--- config.mk ---
export PLATFORM = sky130hd
export DESIGN_NAME = cmbp_top
export DESIGN_NICKNAME = d
export VERILOG_FILES = /design/src/design/cmbp_pkg.sv /design/src/design/cmbp_if.sv /design/src/design/cmbp_boot_mode.sv /design/src/design/cmbp_top.sv
export SDC_FILE = /design/constraint.sdc
export NUM_CORES = 1
export LEC_CHECK = 0
export BUFFER_PORTS_ARGS = -buffer_cell sky130_fd_sc_hd__buf_4
export CAP_MARGIN = 20
export CORE_UTILIZATION = 50
export DETAILED_ROUTE_END_ITERATION = 6
export PLACE_DENSITY = 0.81
export SLEW_MARGIN = 10
export SYNTH_ARGS = -nofsm -noshare
export SYNTH_HDL_FRONTEND = slang
export SYNTH_SLANG_ARGS = --single-unit
--- constraint.sdc ---
create_clock -name clk_sys -period 2.9 [get_ports clk_sys]
set_input_delay 0.58 -clock clk_sys [delete_from_list [all_inputs] [get_ports clk_sys]]
set_output_delay 0.58 -clock clk_sys [all_outputs]
set_load 0.005 [all_outputs]
--- src/design/cmbp_pkg.sv ---
// constants of the core memory bus port
package cmbp_pkg;
  localparam int unsigned DATA_W        = 32;
  localparam int unsigned ADDR_W        = 30;
  localparam logic [1:0]  ACK_IDLE      = 2'h0;
  localparam logic [1:0]  ACK_VALID     = 2'h1;
  localparam logic [1:0]  ACK_MEM_ERR   = 2'h2;
  localparam logic [1:0]  ACK_IO_ERR    = 2'h3;
  localparam logic [1:0]  SIZE_BYTE     = 2'h0;
  localparam logic [1:0]  SIZE_HALF     = 2'h1;
  localparam logic [1:0]  SIZE_WORD     = 2'h2;
  localparam logic [1:0]  SIZE_RSVD     = 2'h3;
  localparam logic [3:0]  KIND_NC_IFETCH = 4'h2;
  localparam logic [3:0]  KIND_IC_FILL   = 4'h0;
  localparam logic [3:0]  KIND_DC_FILL   = 4'h4;
  localparam logic [3:0]  KIND_DC_WB     = 4'h5;
  localparam logic [3:0]  KIND_NC_LOAD   = 4'h6;
  localparam logic [3:0]  KIND_NC_STORE  = 4'h7;
  localparam logic [3:0]  KIND_SM_FILL   = 4'hc;
  localparam logic [3:0]  KIND_SM_WB     = 4'hd;
  localparam logic [3:0]  KIND_SM_LOAD   = 4'he;
  localparam logic [3:0]  KIND_SM_STORE  = 4'hf;
  localparam int unsigned BOOT_STATUS_BIT = 14;
  localparam logic [2:0]  BOOT_NOP_COUNT  = 3'h4;
  localparam logic [2:0]  BURST_BEATS     = 3'h4;
  localparam logic [2:0]  SINGLE_BEATS    = 3'h1;
endpackage

--- src/design/cmbp_if.sv ---
// internal carrier between the bus port and its boot mode tracker
`timescale 1ns/1ps
interface cmbp_if;
  logic boot_active;
  logic nop_retired;
  logic status_write;
  logic status_bit_val;
  modport tracker (output boot_active, input nop_retired, input status_write, input status_bit_val);
  modport port (input boot_active, output nop_retired, output status_write, output status_bit_val);
endinterface

--- src/design/cmbp_boot_mode.sv ---
// byte boot mode tracker
`timescale 1ns/1ps
module cmbp_boot_mode
  import cmbp_pkg::*;
(
  input  wire logic clk_sys,
  input  wire logic rst_b,
  input  wire logic byte_boot_select,
  output logic      byte_boot_status_bit,
  cmbp_if.tracker   bm
);
  // ============================================================
  // strap capture and recovery count
  logic       started_r;
  logic       status_r;
  logic       fetch_byte_r;
  logic [2:0] nop_cnt_r;
  logic [2:0] nop_cnt_nxt;
  wire        cleared = bm.status_write && !bm.status_bit_val;

  assign nop_cnt_nxt = (status_r || fetch_byte_r) && !status_r && bm.nop_retired ?
                       3'(nop_cnt_r + 3'h1) : nop_cnt_r;

  always_ff @(posedge clk_sys or negedge rst_b)
  begin
    if (!rst_b)
    begin
      started_r    <= 1'b0;
      status_r     <= 1'b0;
      fetch_byte_r <= 1'b0;
      nop_cnt_r    <= 3'h0;
    end
    else if (!started_r)
    begin
      started_r    <= 1'b1;
      status_r     <= byte_boot_select;
      fetch_byte_r <= byte_boot_select;
    end
    else
    begin
      if (cleared)
      begin
        status_r  <= 1'b0;
        nop_cnt_r <= 3'h0;
      end
      else if (fetch_byte_r && !status_r)
      begin
        nop_cnt_r <= nop_cnt_nxt;
        if (nop_cnt_nxt == BOOT_NOP_COUNT)
          fetch_byte_r <= 1'b0;
      end
    end
  end

  assign byte_boot_status_bit = status_r;
  assign bm.boot_active       = fetch_byte_r;

  chk_boot_clear_sticks : assert property (@(posedge clk_sys) disable iff (!rst_b)
    started_r && cleared |=> !status_r) else $error("status bit not cleared");
  chk_boot_word_return : assert property (@(posedge clk_sys) disable iff (!rst_b)
    $fell(fetch_byte_r) |-> !status_r && $past(nop_cnt_nxt) == BOOT_NOP_COUNT)
    else $error("byte fetch ended early");
endmodule

--- src/design/cmbp_top.sv ---
// memory side transaction port of the core
`timescale 1ns/1ps
// How it works
// 32-bit big-endian bus, address plus size
// narrow or wide devices steer lanes
// strap high gives byte fetch, status bit
// boot byte taken from bits 31:24
// strap held constant after reset
// clearing bit 14 ends boot after nops
// request held until acknowledge sampled
// reads wait indefinitely; valid stays for pending
// back to back: valid stays, strobe pulses
// read data valid with acknowledge
// next transaction right after last beat
// write data advances on each acknowledge
// no turnaround cycles
// single noncached access gets one ack
// no snoop or register access path
// acknowledge codes idle, valid, two errors
// size codes byte, half, word, reserved
// kind codes identify source and kind
// error ends burst
// valid and strobe inactive after reset
module cmbp_top
  import cmbp_pkg::*;
(
  input  wire logic                clk_sys,
  input  wire logic                rst_b,
  input  wire logic                byte_boot_select,
  output logic                     byte_boot_status_bit,
  input  wire logic                status_write,
  input  wire logic                status_write_bit,
  input  wire logic                nop_retired,
  input  wire logic                req_valid,
  output logic                     req_ready,
  input  wire logic [3:0]          req_kind,
  input  wire logic [1:0]          req_size,
  input  wire logic [cmbp_pkg::ADDR_W-1:0] req_address,
  input  wire logic [cmbp_pkg::DATA_W-1:0] req_wdata,
  output logic                     wdata_ready,
  output logic                     transaction_valid,
  output logic                     address_latch_strobe_b,
  output logic [3:0]               request_kind,
  output logic [1:0]               access_size,
  output logic [cmbp_pkg::ADDR_W-1:0] request_address,
  output logic [cmbp_pkg::DATA_W-1:0] write_data_bus,
  input  wire logic [1:0]          transfer_acknowledge,
  input  wire logic [cmbp_pkg::DATA_W-1:0] read_data_bus,
  output logic                     rsp_valid,
  output logic [cmbp_pkg::DATA_W-1:0] rsp_data,
  output logic                     rsp_error,
  output logic                     rsp_last,
  output logic                     boot_fetch_active
);
  // ============================================================
  // boot mode tracker
  cmbp_if bm_if ();

  assign bm_if.nop_retired    = nop_retired;
  assign bm_if.status_write   = status_write;
  assign bm_if.status_bit_val = status_write_bit;

  cmbp_boot_mode u_boot
  (
    .clk_sys              (clk_sys),
    .rst_b                (rst_b),
    .byte_boot_select     (byte_boot_select),
    .byte_boot_status_bit (byte_boot_status_bit),
    .bm                   (bm_if)
  );

  assign boot_fetch_active = bm_if.boot_active;

  // ============================================================
  // transaction state
  typedef enum logic [0:0] {CMBP_IDLE, CMBP_BUSY} cmbp_state_e;

  cmbp_state_e          state_r;
  cmbp_state_e          state_nxt;
  logic                 tv_r;
  logic                 ale_r;
  logic [3:0]           kind_r;
  logic [1:0]           size_r;
  logic [ADDR_W-1:0]    addr_r;
  logic [DATA_W-1:0]    wdata_r;
  logic [2:0]           beats_left_r;
  logic                 rsp_valid_r;
  logic [DATA_W-1:0]    rsp_data_r;
  logic                 rsp_error_r;
  logic                 rsp_last_r;

  // ============================================================
  // decode
  wire       is_burst_kind = (req_kind == KIND_IC_FILL) || (req_kind == KIND_DC_FILL) ||
                             (req_kind == KIND_DC_WB)   || (req_kind == KIND_SM_FILL) ||
                             (req_kind == KIND_SM_WB);
  wire       is_write_kind = (req_kind == KIND_DC_WB) || (req_kind == KIND_NC_STORE) ||
                             (req_kind == KIND_SM_WB) || (req_kind == KIND_SM_STORE);
  wire       cur_burst     = (kind_r == KIND_IC_FILL) || (kind_r == KIND_DC_FILL) ||
                             (kind_r == KIND_DC_WB)   || (kind_r == KIND_SM_FILL) ||
                             (kind_r == KIND_SM_WB);
  wire       cur_write     = (kind_r == KIND_DC_WB) || (kind_r == KIND_NC_STORE) ||
                             (kind_r == KIND_SM_WB) || (kind_r == KIND_SM_STORE);
  wire       is_ifetch     = req_kind == KIND_NC_IFETCH;
  wire       ack_any       = tv_r && (transfer_acknowledge != ACK_IDLE);
  wire       ack_err       = tv_r && transfer_acknowledge[1];
  // error in any beat or the final beat ends the transaction
  wire       ack_last      = ack_any && (ack_err || beats_left_r == 3'h1);
  wire       free_slot     = (state_r == CMBP_IDLE) || ack_last;
  wire       take          = req_valid && free_slot;
  // byte boot forces noncached instruction fetches to single bytes
  wire [1:0] eff_size      = (is_ifetch && bm_if.boot_active) ? SIZE_BYTE :
                             (is_ifetch ? SIZE_WORD : req_size);
  wire [2:0] eff_beats     = is_burst_kind ? BURST_BEATS : SINGLE_BEATS;
  // sub-word read data sits big-endian; boot bytes come from the top lane
  wire [DATA_W-1:0] lane_data = (size_r == SIZE_BYTE) ? {24'h0, read_data_bus[31:24]} :
                                (size_r == SIZE_HALF) ? {16'h0, read_data_bus[31:16]} :
                                read_data_bus;

  assign state_nxt = take ? CMBP_BUSY : (ack_last ? CMBP_IDLE : state_r);
  assign req_ready = free_slot;
  assign wdata_ready = ack_any && cur_write && !ack_last;

  // ============================================================
  // request side
  always_ff @(posedge clk_sys or negedge rst_b)
  begin
    if (!rst_b)
    begin
      state_r      <= CMBP_IDLE;
      tv_r         <= 1'b0;
      ale_r        <= 1'b0;
      kind_r       <= KIND_IC_FILL;
      size_r       <= SIZE_WORD;
      addr_r       <= '0;
      wdata_r      <= '0;
      beats_left_r <= 3'h0;
    end
    else
    begin
      state_r <= state_nxt;
      ale_r   <= take;
      if (take)
      begin
        tv_r         <= 1'b1;
        kind_r       <= req_kind;
        size_r       <= eff_size;
        addr_r       <= req_address;
        wdata_r      <= req_wdata;
        beats_left_r <= eff_beats;
      end
      else if (ack_last)
        tv_r <= 1'b0;
      else if (ack_any)
      begin
        beats_left_r <= 3'(beats_left_r - 3'h1);
        if (cur_write)
          wdata_r <= req_wdata;
      end
    end
  end

  // ============================================================
  // response side
  always_ff @(posedge clk_sys or negedge rst_b)
  begin
    if (!rst_b)
    begin
      rsp_valid_r <= 1'b0;
      rsp_data_r  <= '0;
      rsp_error_r <= 1'b0;
      rsp_last_r  <= 1'b0;
    end
    else
    begin
      rsp_valid_r <= ack_any;
      rsp_error_r <= ack_err;
      rsp_last_r  <= ack_last;
      if (ack_any && !cur_write)
        rsp_data_r <= lane_data;
    end
  end

  assign transaction_valid      = tv_r;
  assign address_latch_strobe_b = !ale_r;
  assign request_kind           = kind_r;
  assign access_size            = size_r;
  assign request_address        = addr_r;
  assign write_data_bus         = wdata_r;
  assign rsp_valid              = rsp_valid_r;
  assign rsp_data               = rsp_data_r;
  assign rsp_error              = rsp_error_r;
  assign rsp_last               = rsp_last_r;
  // no snoop or register path exists on this port

  // ============================================================
  // checks
  chk_req_hold_stable : assert property (@(posedge clk_sys) disable iff (!rst_b)
    tv_r && !ack_any |=> tv_r && $stable(addr_r) && $stable(kind_r) && $stable(size_r))
    else $error("request changed before acknowledge");
  chk_strobe_with_valid : assert property (@(posedge clk_sys) disable iff (!rst_b)
    ale_r |-> tv_r && $past(take)) else $error("strobe without new request");
  chk_back_to_back : assert property (@(posedge clk_sys) disable iff (!rst_b)
    ack_last && req_valid |=> tv_r && ale_r) else $error("back to back lost valid");
  chk_valid_drop : assert property (@(posedge clk_sys) disable iff (!rst_b)
    ack_last && !req_valid |=> !tv_r) else $error("valid held without pending request");
  chk_boot_size_byte : assert property (@(posedge clk_sys) disable iff (!rst_b)
    ale_r && kind_r == KIND_NC_IFETCH && $past(bm_if.boot_active) |-> size_r == SIZE_BYTE)
    else $error("boot fetch not byte sized");
  chk_boot_lane_top : assert property (@(posedge clk_sys) disable iff (!rst_b)
    ack_any && !ack_err && !cur_write && size_r == SIZE_BYTE |=> rsp_data_r == {24'h0, $past(read_data_bus[31:24])})
    else $error("byte not from top lane");
  chk_size_legal : assert property (@(posedge clk_sys) disable iff (!rst_b)
    tv_r && kind_r == KIND_NC_IFETCH |-> size_r != SIZE_RSVD) else $error("reserved size issued");
  chk_write_advance : assert property (@(posedge clk_sys) disable iff (!rst_b)
    ack_any && cur_write && !ack_last |=> write_data_bus == $past(req_wdata))
    else $error("write data not advanced");
  chk_error_ends : assert property (@(posedge clk_sys) disable iff (!rst_b)
    ack_err && !req_valid |=> !tv_r && state_r == CMBP_IDLE) else $error("error did not end transaction");
  chk_reset_quiet : assert property (@(posedge clk_sys) disable iff (!rst_b)
    $rose(tv_r) |-> ale_r) else $error("valid rose without strobe");
  chk_valid_until_done : assert property (@(posedge clk_sys) disable iff (!rst_b)
    tv_r && !ack_last |=> tv_r) else $error("valid dropped before last acknowledge");
  chk_fields_on_take : assert property (@(posedge clk_sys) disable iff (!rst_b)
    take |=> kind_r == $past(req_kind) && addr_r == $past(req_address)) else $error("request fields not latched");
  chk_wdata_on_take : assert property (@(posedge clk_sys) disable iff (!rst_b)
    take |=> write_data_bus == $past(req_wdata)) else $error("write data not presented with request");
  chk_single_beat : assert property (@(posedge clk_sys) disable iff (!rst_b)
    take && !is_burst_kind |=> beats_left_r == 3'h1) else $error("single access expects extra beats");
  chk_idle_no_valid : assert property (@(posedge clk_sys) disable iff (!rst_b)
    state_r == CMBP_IDLE |-> !tv_r && !ale_r) else $error("valid or strobe while idle");
  chk_word_fetch : assert property (@(posedge clk_sys) disable iff (!rst_b)
    ale_r && kind_r == KIND_NC_IFETCH && !$past(bm_if.boot_active) |-> size_r == SIZE_WORD)
    else $error("fetch outside boot not word sized");
  chk_idle_ack_ignored : assert property (@(posedge clk_sys) disable iff (!rst_b)
    !tv_r |=> !rsp_valid_r) else $error("acknowledge taken with no request");
endmodule

==> results of run 1 <==
placed cells by master, fill, tap and decap left out, types with 3 or more instances in the layout:
master and count:
a21oi_1 11, nor2b_1 3, nor2_1 13, clkinv_2 3
clkinvlp_4 4, mux2_4 30, clkbuf_16 16, a22oi_1 6
dfrtp_1 113, o21ai_0 40, buf_4 222, ha_1 3
o21a_1 3, nand2_1 164, mux2i_1 9, nand3_1 3
nand2b_1 5, bufinv_16 4, inv_1 6
layer usage:
metal | part of all wire [%] | wire length [µm] | global-route usage, % | vias to the layer above
li1 | - | - | - | 1941
met1 | 39 | 5070 | 31.7 | 1951
met2 | 52 | 6640 | 44.8 | 150
met3 | 6.1 | 782 | 7.66 | 24
met4 | 2.9 | 372 | 12.2 | 0
met5 | 0 | 0 | 0 | -
state kept, by name (all words and copies together), names as in the netlist:
signal                       count
ale_r                            1
rsp_valid                        1
rsp_data                        32
rsp_error                        1
beats_left_r                     3
u_boot.nop_cnt_r                 3
rsp_last                         1
request_kind                     4
u_boot.byte_boot_status_bit      1
transaction_valid                1
u_boot.bm.boot_active            1
request_address                 30
write_data_bus                  32
u_boot.started_r                 1
access_size                      2
logic make-up after synthesis:
family	share of synthesized area [%]
fa+ha+maj	0.779
mux	11.7
xor+xnor	0.364
simple gates	17.3
flops	59.2
compound gates	7.56
other cells	0.0778
buf+inv	2.96
area by class of cell:
cell class                 instances  area share, %
clock buffer                      19           6.01
clock inverter                    13           2.54
inverter                           7          0.366
multi-input combinational        312           25.4
sequential                       114           39.7
tap                              129           2.25
timing repair buffer             224           23.8
worst paths after layout:
check,from,endpoint,depth (start not counted)
max,beats_left_r[0],wdata_ready,4
min,rst_b,request_address[8],1
min reg2reg,request_address[21],request_address[21],2
min in group clk_sys,req_address[29],request_address[29],3
max in group asynchronous,rst_b,write_data_bus[6],2
max reg2reg,beats_left_r[1],write_data_bus[16],7
critical path, stage by stage (launching register included):
cell and delay (ns):
dfrtp_1 0.40, ha_1 0.24, nor2b_1 0.21, nor3_4 0.32, buf_4 0.18
power by group through the flow:
stage / combinational (mW) / clock, mW / sequential, mW
after floorplan: 0.512 / 0 / 2.09
after global placement: 1.18 / 0 / 2.10
after detailed placement: 1.22 / 0 / 2.11
after CTS: 1.23 / 2.19 / 2.09
after global routing: 1.34 / 2.25 / 2.13
final: 1.22 / 2.15 / 2.10
per-stage QoR:
step / power [mW] / setup WS [ns] / hold WS (ns)
after floorplan: 2.60 / 1.14 / 0.284
after global placement: 3.28 / 0.718 / 0.460
after detailed placement: 3.34 / 0.634 / 0.464
after CTS: 5.51 / 0.449 / 0.0707
after global routing: 5.72 / 0.320 / 0.0909
final: 5.47 / 0.465 / 0.0548
==> impl_metrics.ini, run 1 <==
[route]
drt_iter0_drc = 153
routed_wl_um = 12900
wire_per_inst_um = 15.7
dr_total_vias = 4066
drc = 0
drt-pass1-iter-count = 4
routed_via_density = 4.97
ant_nets = 0

[grt]
grt_pass1_vias = 4217
grt_antenna_before_repair = 0
grt_max_degree = 65
overflow = 0
track_usage_pct = 26.6
grt_pass1_wl_um = 20400

[power]
sequentialPowerShare_pct = 38.3
clkPwrFrac_pct = 39.4
power_density_mw_per_mm2 = 761
p_switching_mw = 1.46
p_sw_share_pct = 26.7
cellLeakagePower_nw = 3.74
worst_ir_drop_vdd_mv = 0.437
p_comb_share_pct = 22.3
internal-power_mw = 4.01

[critical_path]
critPathKind = register to primary output
required_ns = 2.32
critPathCaptureType = primary output
worst_setup_path_start_kind = register
r2r_slack_ns = 0.70
critical_path_arrival_ns = 1.86
path_max_fanout = 5

[clocking]
clk_latency_ns = 0.51
postCtsHoldBufs = 0
clock-root-buffer = clkbuf_8
cts_resized = 0
clock-sinks = 114
clockBufferDepth = 2
cts_tree = built
cts-htree-levels = 4
numCtsBuffers = 17
clk_pin_slew_ns = 0.06
cts_setup_buffers = 0

[timing]
fmax_ghz = 0.411
fin_crit_ns = 2.44
setup-tns-final_ns = 0
finalSetupViolCount = 0
final-max-slew-violation-count = 0
fin_crit_sh_pct = 84.0
rsz0062_at_grt = false
hold_violations = 0
fin_skew_ns = 0.00979
slew_headroom_pct = 56.7
tightestPinTransition_ns = 0.649

[synthesis]
synth_area_mm2 = 0.00482
syn_nets = 568
avgSynthCellArea_um2 = 10.6
synthArstFlopShare_pct = 100
synth_area_leaders = dfrtp_1 59%, nand2_1 13%, mux2_4 9.3%, o21ai_0 4.2%, mux2i_1 1.9%
synth_ff_type = dfrtp_1
ys_seq_area_share_pct = 59.2
synth.distinct_cells = 38
yosysTopAreaCell = dfrtp_1
yosysMostFrequentCell = nand2_1
synth_edf_count = 0
yosys-top-cells-count = 164 x nand2_1, 113 x dfrtp_1, 40 x o21ai_0, 30 x mux2_4, 13 x nor2_1
synth_top_cell_area_share_pct = 58.7
synth_cells = 456
ys_ff_latch = 114
yosys_warnings = 0

[job]
drv_cap = 0

[place]
placedCellCount = 786
place_area_mm2 = 0.00657
portBuffers = 217
hpwlAfterDp_um = 9110
place.gp.congestion = 0.869

[die]
initial_core_util_pct = 51.9
core_area_mm2 = 0.00928
dieArea_mm2 = 0.0100
die_x_um = 100
rows = 35
die_y_um = 100
io_pins = 218

[finish]
layout-drive-gt1-share_pct = 42.5
fillers = 642
area_growth_pct = 49.1
utilization_pct = 77.4
post-route-cell-area_mm2 = 0.00718
ff_latch_area_mm2 = 0.00285
fin_nets = 788
fin_cells = 818
n_antenna_cell = 0
multi_input_area_mm2 = 0.00182

[run_status]
status = finished clean

[worst_hold_path]
hold_path_class = primary input to async pin
Power figures use the tool's default switching activity.
==> run 2: changes to the inputs <==
CORE_UTILIZATION = 47   (was 50)
PLACE_DENSITY = 0.77   (was 0.81)
clock period = 2.3 ns   (was 2.9 ns; I/O delays follow)
==> run 2 against run 1 <==
Compared with the run above:
- the run now ends with hold timing left
- sequential share of layout area hardly changed
- combinational power grew 29%
- utilization down 4.5 points
- clock power is 16% higher
- setup slack got worse by 0.35 ns
- global-route usage down 2.4 points
- register-to-register slack worse by 0.26 ns
- total power is 22% higher
- wire length barely moved
- critical path depth stayed put
- flip-flop and latch count unchanged
- clock skew fell by 0.0032 ns
- critical path type unchanged
- largest power group is now sequential cells
==> impl_metrics.ini, run 2 (same netlist as run 1, synthesis figures left out) <==
[run_status]
status = finished, violations left
violations = hold timing

[power]
power_density_mw_per_mm2 = 932
cellLeakagePower_nw = 3.73
worst_ir_drop_vdd_mv = 0.581

[finish]
layout_common_cells = 223 x buf_4, 163 x nand2_1, 113 x dfrtp_1
fin_nets = 790
fillers = 707
multi_input_area_mm2 = 0.00183
final_common_cell = buf_4
layout-drive-gt1-share_pct = 43.1
n_antenna_cell = 0
ff_latch_area_mm2 = 0.00285
area_growth_pct = 49.2

[critical_path]
worstSetupStartpoint = beats_left_r[0]
r2r_cells = 8
endpoint = req_ready
crit-reg2reg-launch = beats_left_r[1]
worst_setup_path_start_kind = register
r2r_slack_ns = 0.44
required_ns = 1.84
critPathKind = register to primary output
critical_path_arrival_ns = 1.73
critPathCaptureType = primary output
path_max_fanout = 3
rr_endpoint = beats_left_r[2]

[die]
rows = 36
dieArea_mm2 = 0.0107
die_y_um = 103
initial_core_util_pct = 48.8
die_x_um = 103
io_pins = 218
core_area_mm2 = 0.00986

[route]
wl_met2_um = 6430
dr_total_vias = 4113
wire_per_inst_um = 15.6
ant_nets = 0
drc = 0
met3_length_um = 963
routed_via_density = 4.99
drt-pass1-iter-count = 4
wl_met1_um = 5030
routed_wl_um = 12900
routed.top_layer = met4
drt_iter0_drc = 126

[timing]
tightestPinTransition_ns = 0.660
fin_skew_ns = 0.00658
setup-tns-final_ns = 0
hold_violations = 8
fin_crit_ns = 2.19
finalSetupViolCount = 0
fmax_ghz = 0.457
slew_headroom_pct = 56.0
final-max-slew-violation-count = 0
fin_crit_sh_pct = 95.1
rsz0062_at_grt = false
setup_ws_ns = 0.113
fin_hold_ws_ns = -0.0341

[grt]
grt_max_degree = 115
grt_pass1_wl_um = 19300
overflow = 0
grt_antenna_before_repair = 0
track_usage_pct = 24.2
grt_pass1_vias = 4097

[clocking]
clk_latency_ns = 0.50
clock-sinks = 114
postCtsHoldBufs = 0
clock-root-buffer = clkbuf_8
clk_pin_slew_ns = 0.06
cts-htree-levels = 4
cts_tree = built
numCtsBuffers = 17
clockBufferDepth = 2

[place]
preCtsSetupSlack_ns = 0.363
hpwlAfterDp_um = 9220
place.gp.congestion = 0.766
portBuffers = 217

[job]
drv_cap = 0

[worst_hold_path]
hold_path_class = primary input to async pin
==> run 2: critical path, cell delays in order (launching register included) <==
cell     delay [ns]
dfrtp_1        0.40
ha_2           0.21
and3b_1        0.18
or2_2          0.29
buf_4          0.14
==> run 2: worst min-delay path by stage <==
stage / start / endpoint / slack (ns) / cells past startpoint
floorplan: rst_b / access_size[0] / 0.16 / 0
global placement: request_address[15] / request_address[15] / 0.46 / 2
detailed placement: request_address[4] / request_address[4] / 0.47 / 2
CTS: rst_b / write_data_bus[5] / 0.05 / 2
global route: rst_b / write_data_bus[11] / 0.06 / 2
finish: rst_b / write_data_bus[5] / -0.03 / 2
==> run 2: what timing repair did <==
item	4_1_cts	5_1_grt
buffers inserted	0	0
resized for setup	0	2
pin swaps	1	0
endpoints found under the setup margin	1	1
==> run 2: area by class of cell <==
type | instances | area share [%]
sequential | 114 | 39.7
inverter | 7 | 0.365
clock buffer | 20 | 6.20
multi-input combinational | 312 | 25.4
tap | 133 | 2.31
timing repair buffer | 226 | 24.1
clock inverter | 12 | 1.86
==> run 2: where the power goes <==
part	internal (mW)	switching, mW
combinational	0.903	0.663
sequential	2.38	0.248
clock	1.60	0.908
==> run 2: routing by layer <==
| layer | track usage, % | vias to the layer above |
|---|---|---|
| met5 | 0 | - |
| met4 | 12.7 | 0 |
| met3 | 8.27 | 34 |
| met2 | 40.1 | 170 |
| met1 | 28.1 | 1965 |
| li1 | - | 1944 |
==> run 2: through the flow <==
stage | total power, mW | utilization [%] | cells | instance area, µm²
after global placement | 4.15 | 67.0 | 792 | 6610
after floorplan | 3.28 | - | 456 | 4820
after global routing | 7.07 | 72.9 | 824 | 7190
final | 6.70 | 72.9 | 824 | 7190
after CTS | 6.76 | 72.8 | 824 | 7180
after detailed placement | 4.23 | 67.0 | 792 | 6610
==> run 3: changes to the inputs <==
CTS_BUF_LIST = sky130_fd_sc_hd__clkbuf_16   (was not set)
==> run 3 against run 2 <==
Compared with the run above:
- the run now ends clean
- maximum frequency about the same
- wire length up 0.21%
- count of clock-buffer cells in the layout down 3
- cell area down 0.19%
- total power down 0.35%
- critical path type unchanged
- critical endpoint is now wdata_ready
==> impl_metrics.ini, run 3 (same netlist as run 1, synthesis figures left out) <==
[run_status]
status = finished clean

[timing]
final-max-slew-violation-count = 0
fin_crit_ns = 2.19
tightestPinTransition_ns = 0.605
setup-tns-final_ns = 0
fmax_ghz = 0.457
fin_crit_sh_pct = 95.1
finalSetupViolCount = 0
fin_hold_ws_ns = 0.142
slew_headroom_pct = 59.6
fin_skew_ns = 0.00587
hold_violations = 0
rsz0062_at_grt = false

[finish]
area_growth_pct = 48.9
final_common_cell = buf_4
layout_common_cells = 223 x buf_4, 163 x nand2_1, 113 x dfrtp_1
fin_nets = 790
n_antenna_cell = 0
layout-drive-gt1-share_pct = 42.5
multi_input_area_mm2 = 0.00182
fillers = 710
ff_latch_area_mm2 = 0.00285

[route]
dr_total_vias = 4087
drt-pass1-iter-count = 4
routed_wl_um = 12900
drt_iter0_drc = 104
wire_per_inst_um = 15.7
drc = 0
routed_via_density = 4.96
ant_nets = 0

[clocking]
cts_tree = built
clock-sinks = 114
numCtsBuffers = 17
cts-htree-levels = 4
clk_latency_ns = 0.40
cts_resized = 0
clockBufferDepth = 2
cts_setup_buffers = 0
clk_pin_slew_ns = 0.05
postCtsHoldBufs = 0
clock-root-buffer = clkbuf_16

[die]
rows = 36
die_x_um = 103
die_y_um = 103
core_area_mm2 = 0.00986
initial_core_util_pct = 48.8
io_pins = 218
dieArea_mm2 = 0.0107

[critical_path]
critPathKind = register to primary output
critical_path_arrival_ns = 1.73
critPathCaptureType = primary output
worst_setup_path_start_kind = register
required_ns = 1.84
path_max_fanout = 5

[worst_hold_path]
hold_path_class = primary input to async pin

[job]
drv_cap = 0

[power]
worst_ir_drop_vdd_mv = 0.583
cellLeakagePower_nw = 3.73
power_density_mw_per_mm2 = 930

[place]
hpwlAfterDp_um = 9220
place.gp.congestion = 0.766
portBuffers = 217

[grt]
overflow = 0
grt_pass1_vias = 4093
grt_max_degree = 115
track_usage_pct = 24.1
grt_antenna_before_repair = 0
grt_pass1_wl_um = 19200
==> run 3: area by class of cell <==
| cell class | instances | area share (%) |
|---|---|---|
| flip-flops and latches | 114 | 39.8 |
| multi-input cells | 312 | 25.4 |
| repair buffers | 226 | 24.2 |
| clock buffers | 17 | 5.93 |
| well taps | 133 | 2.32 |
| clock inverters | 15 | 2.02 |
| inverters | 7 | 0.366 |
==> run 3: report_power, final <==
group	internal (mW)	switching [mW]	total, mW	leakage (nW)
Clock	1.58	0.903	2.48	0.267
Combinational	0.900	0.664	1.56	2.06
Sequential	2.38	0.248	2.63	1.40
==> run 3: routing by layer <==
metal | track usage [%] | share of wire, % | vias up
li1 | - | - | 1940
met1 | 27.7 | 39 | 1961
met2 | 40.4 | 50 | 156
met3 | 8.00 | 7.2 | 30
met4 | 12.1 | 3.3 | 0
met5 | 0 | 0 | -
==> run 3: worst max-delay path, cell delays in order (launching register included) <==
cell and delay (ns):
dfrtp_1 0.40, ha_1 0.24, nor2b_1 0.20, nor3_4 0.32, buf_4 0.18
==> run 3: worst paths after layout <==
kind / startpoint / to / slack (ns) / depth (start not counted)
setup / recovery: beats_left_r[0] / wdata_ready / 0.11 / 4
hold / removal: rst_b / write_data_bus[5] / 0.14 / 2
setup reg to reg: beats_left_r[1] / write_data_bus[2] / 0.36 / 7
hold reg to reg: request_address[14] / request_address[14] / 0.48 / 2
max in group asynchronous: rst_b / rsp_data[12] / 1.70 / 2
min in group clk_sys: req_address[29] / request_address[29] / 0.25 / 3
==> run 3: through the flow <==
stage	instance area, µm²	util (%)	total power, mW	std cells	setup slack, ns
finish	7180	72.7	6.68	824	0.112
CTS	7180	72.7	6.74	824	0.0965
detailed placement	6610	67.0	4.23	792	0.363
floorplan	4820	-	3.28	456	0.557
global placement	6610	67.0	4.15	792	0.448
global route	7180	72.7	7.04	824	0.0205
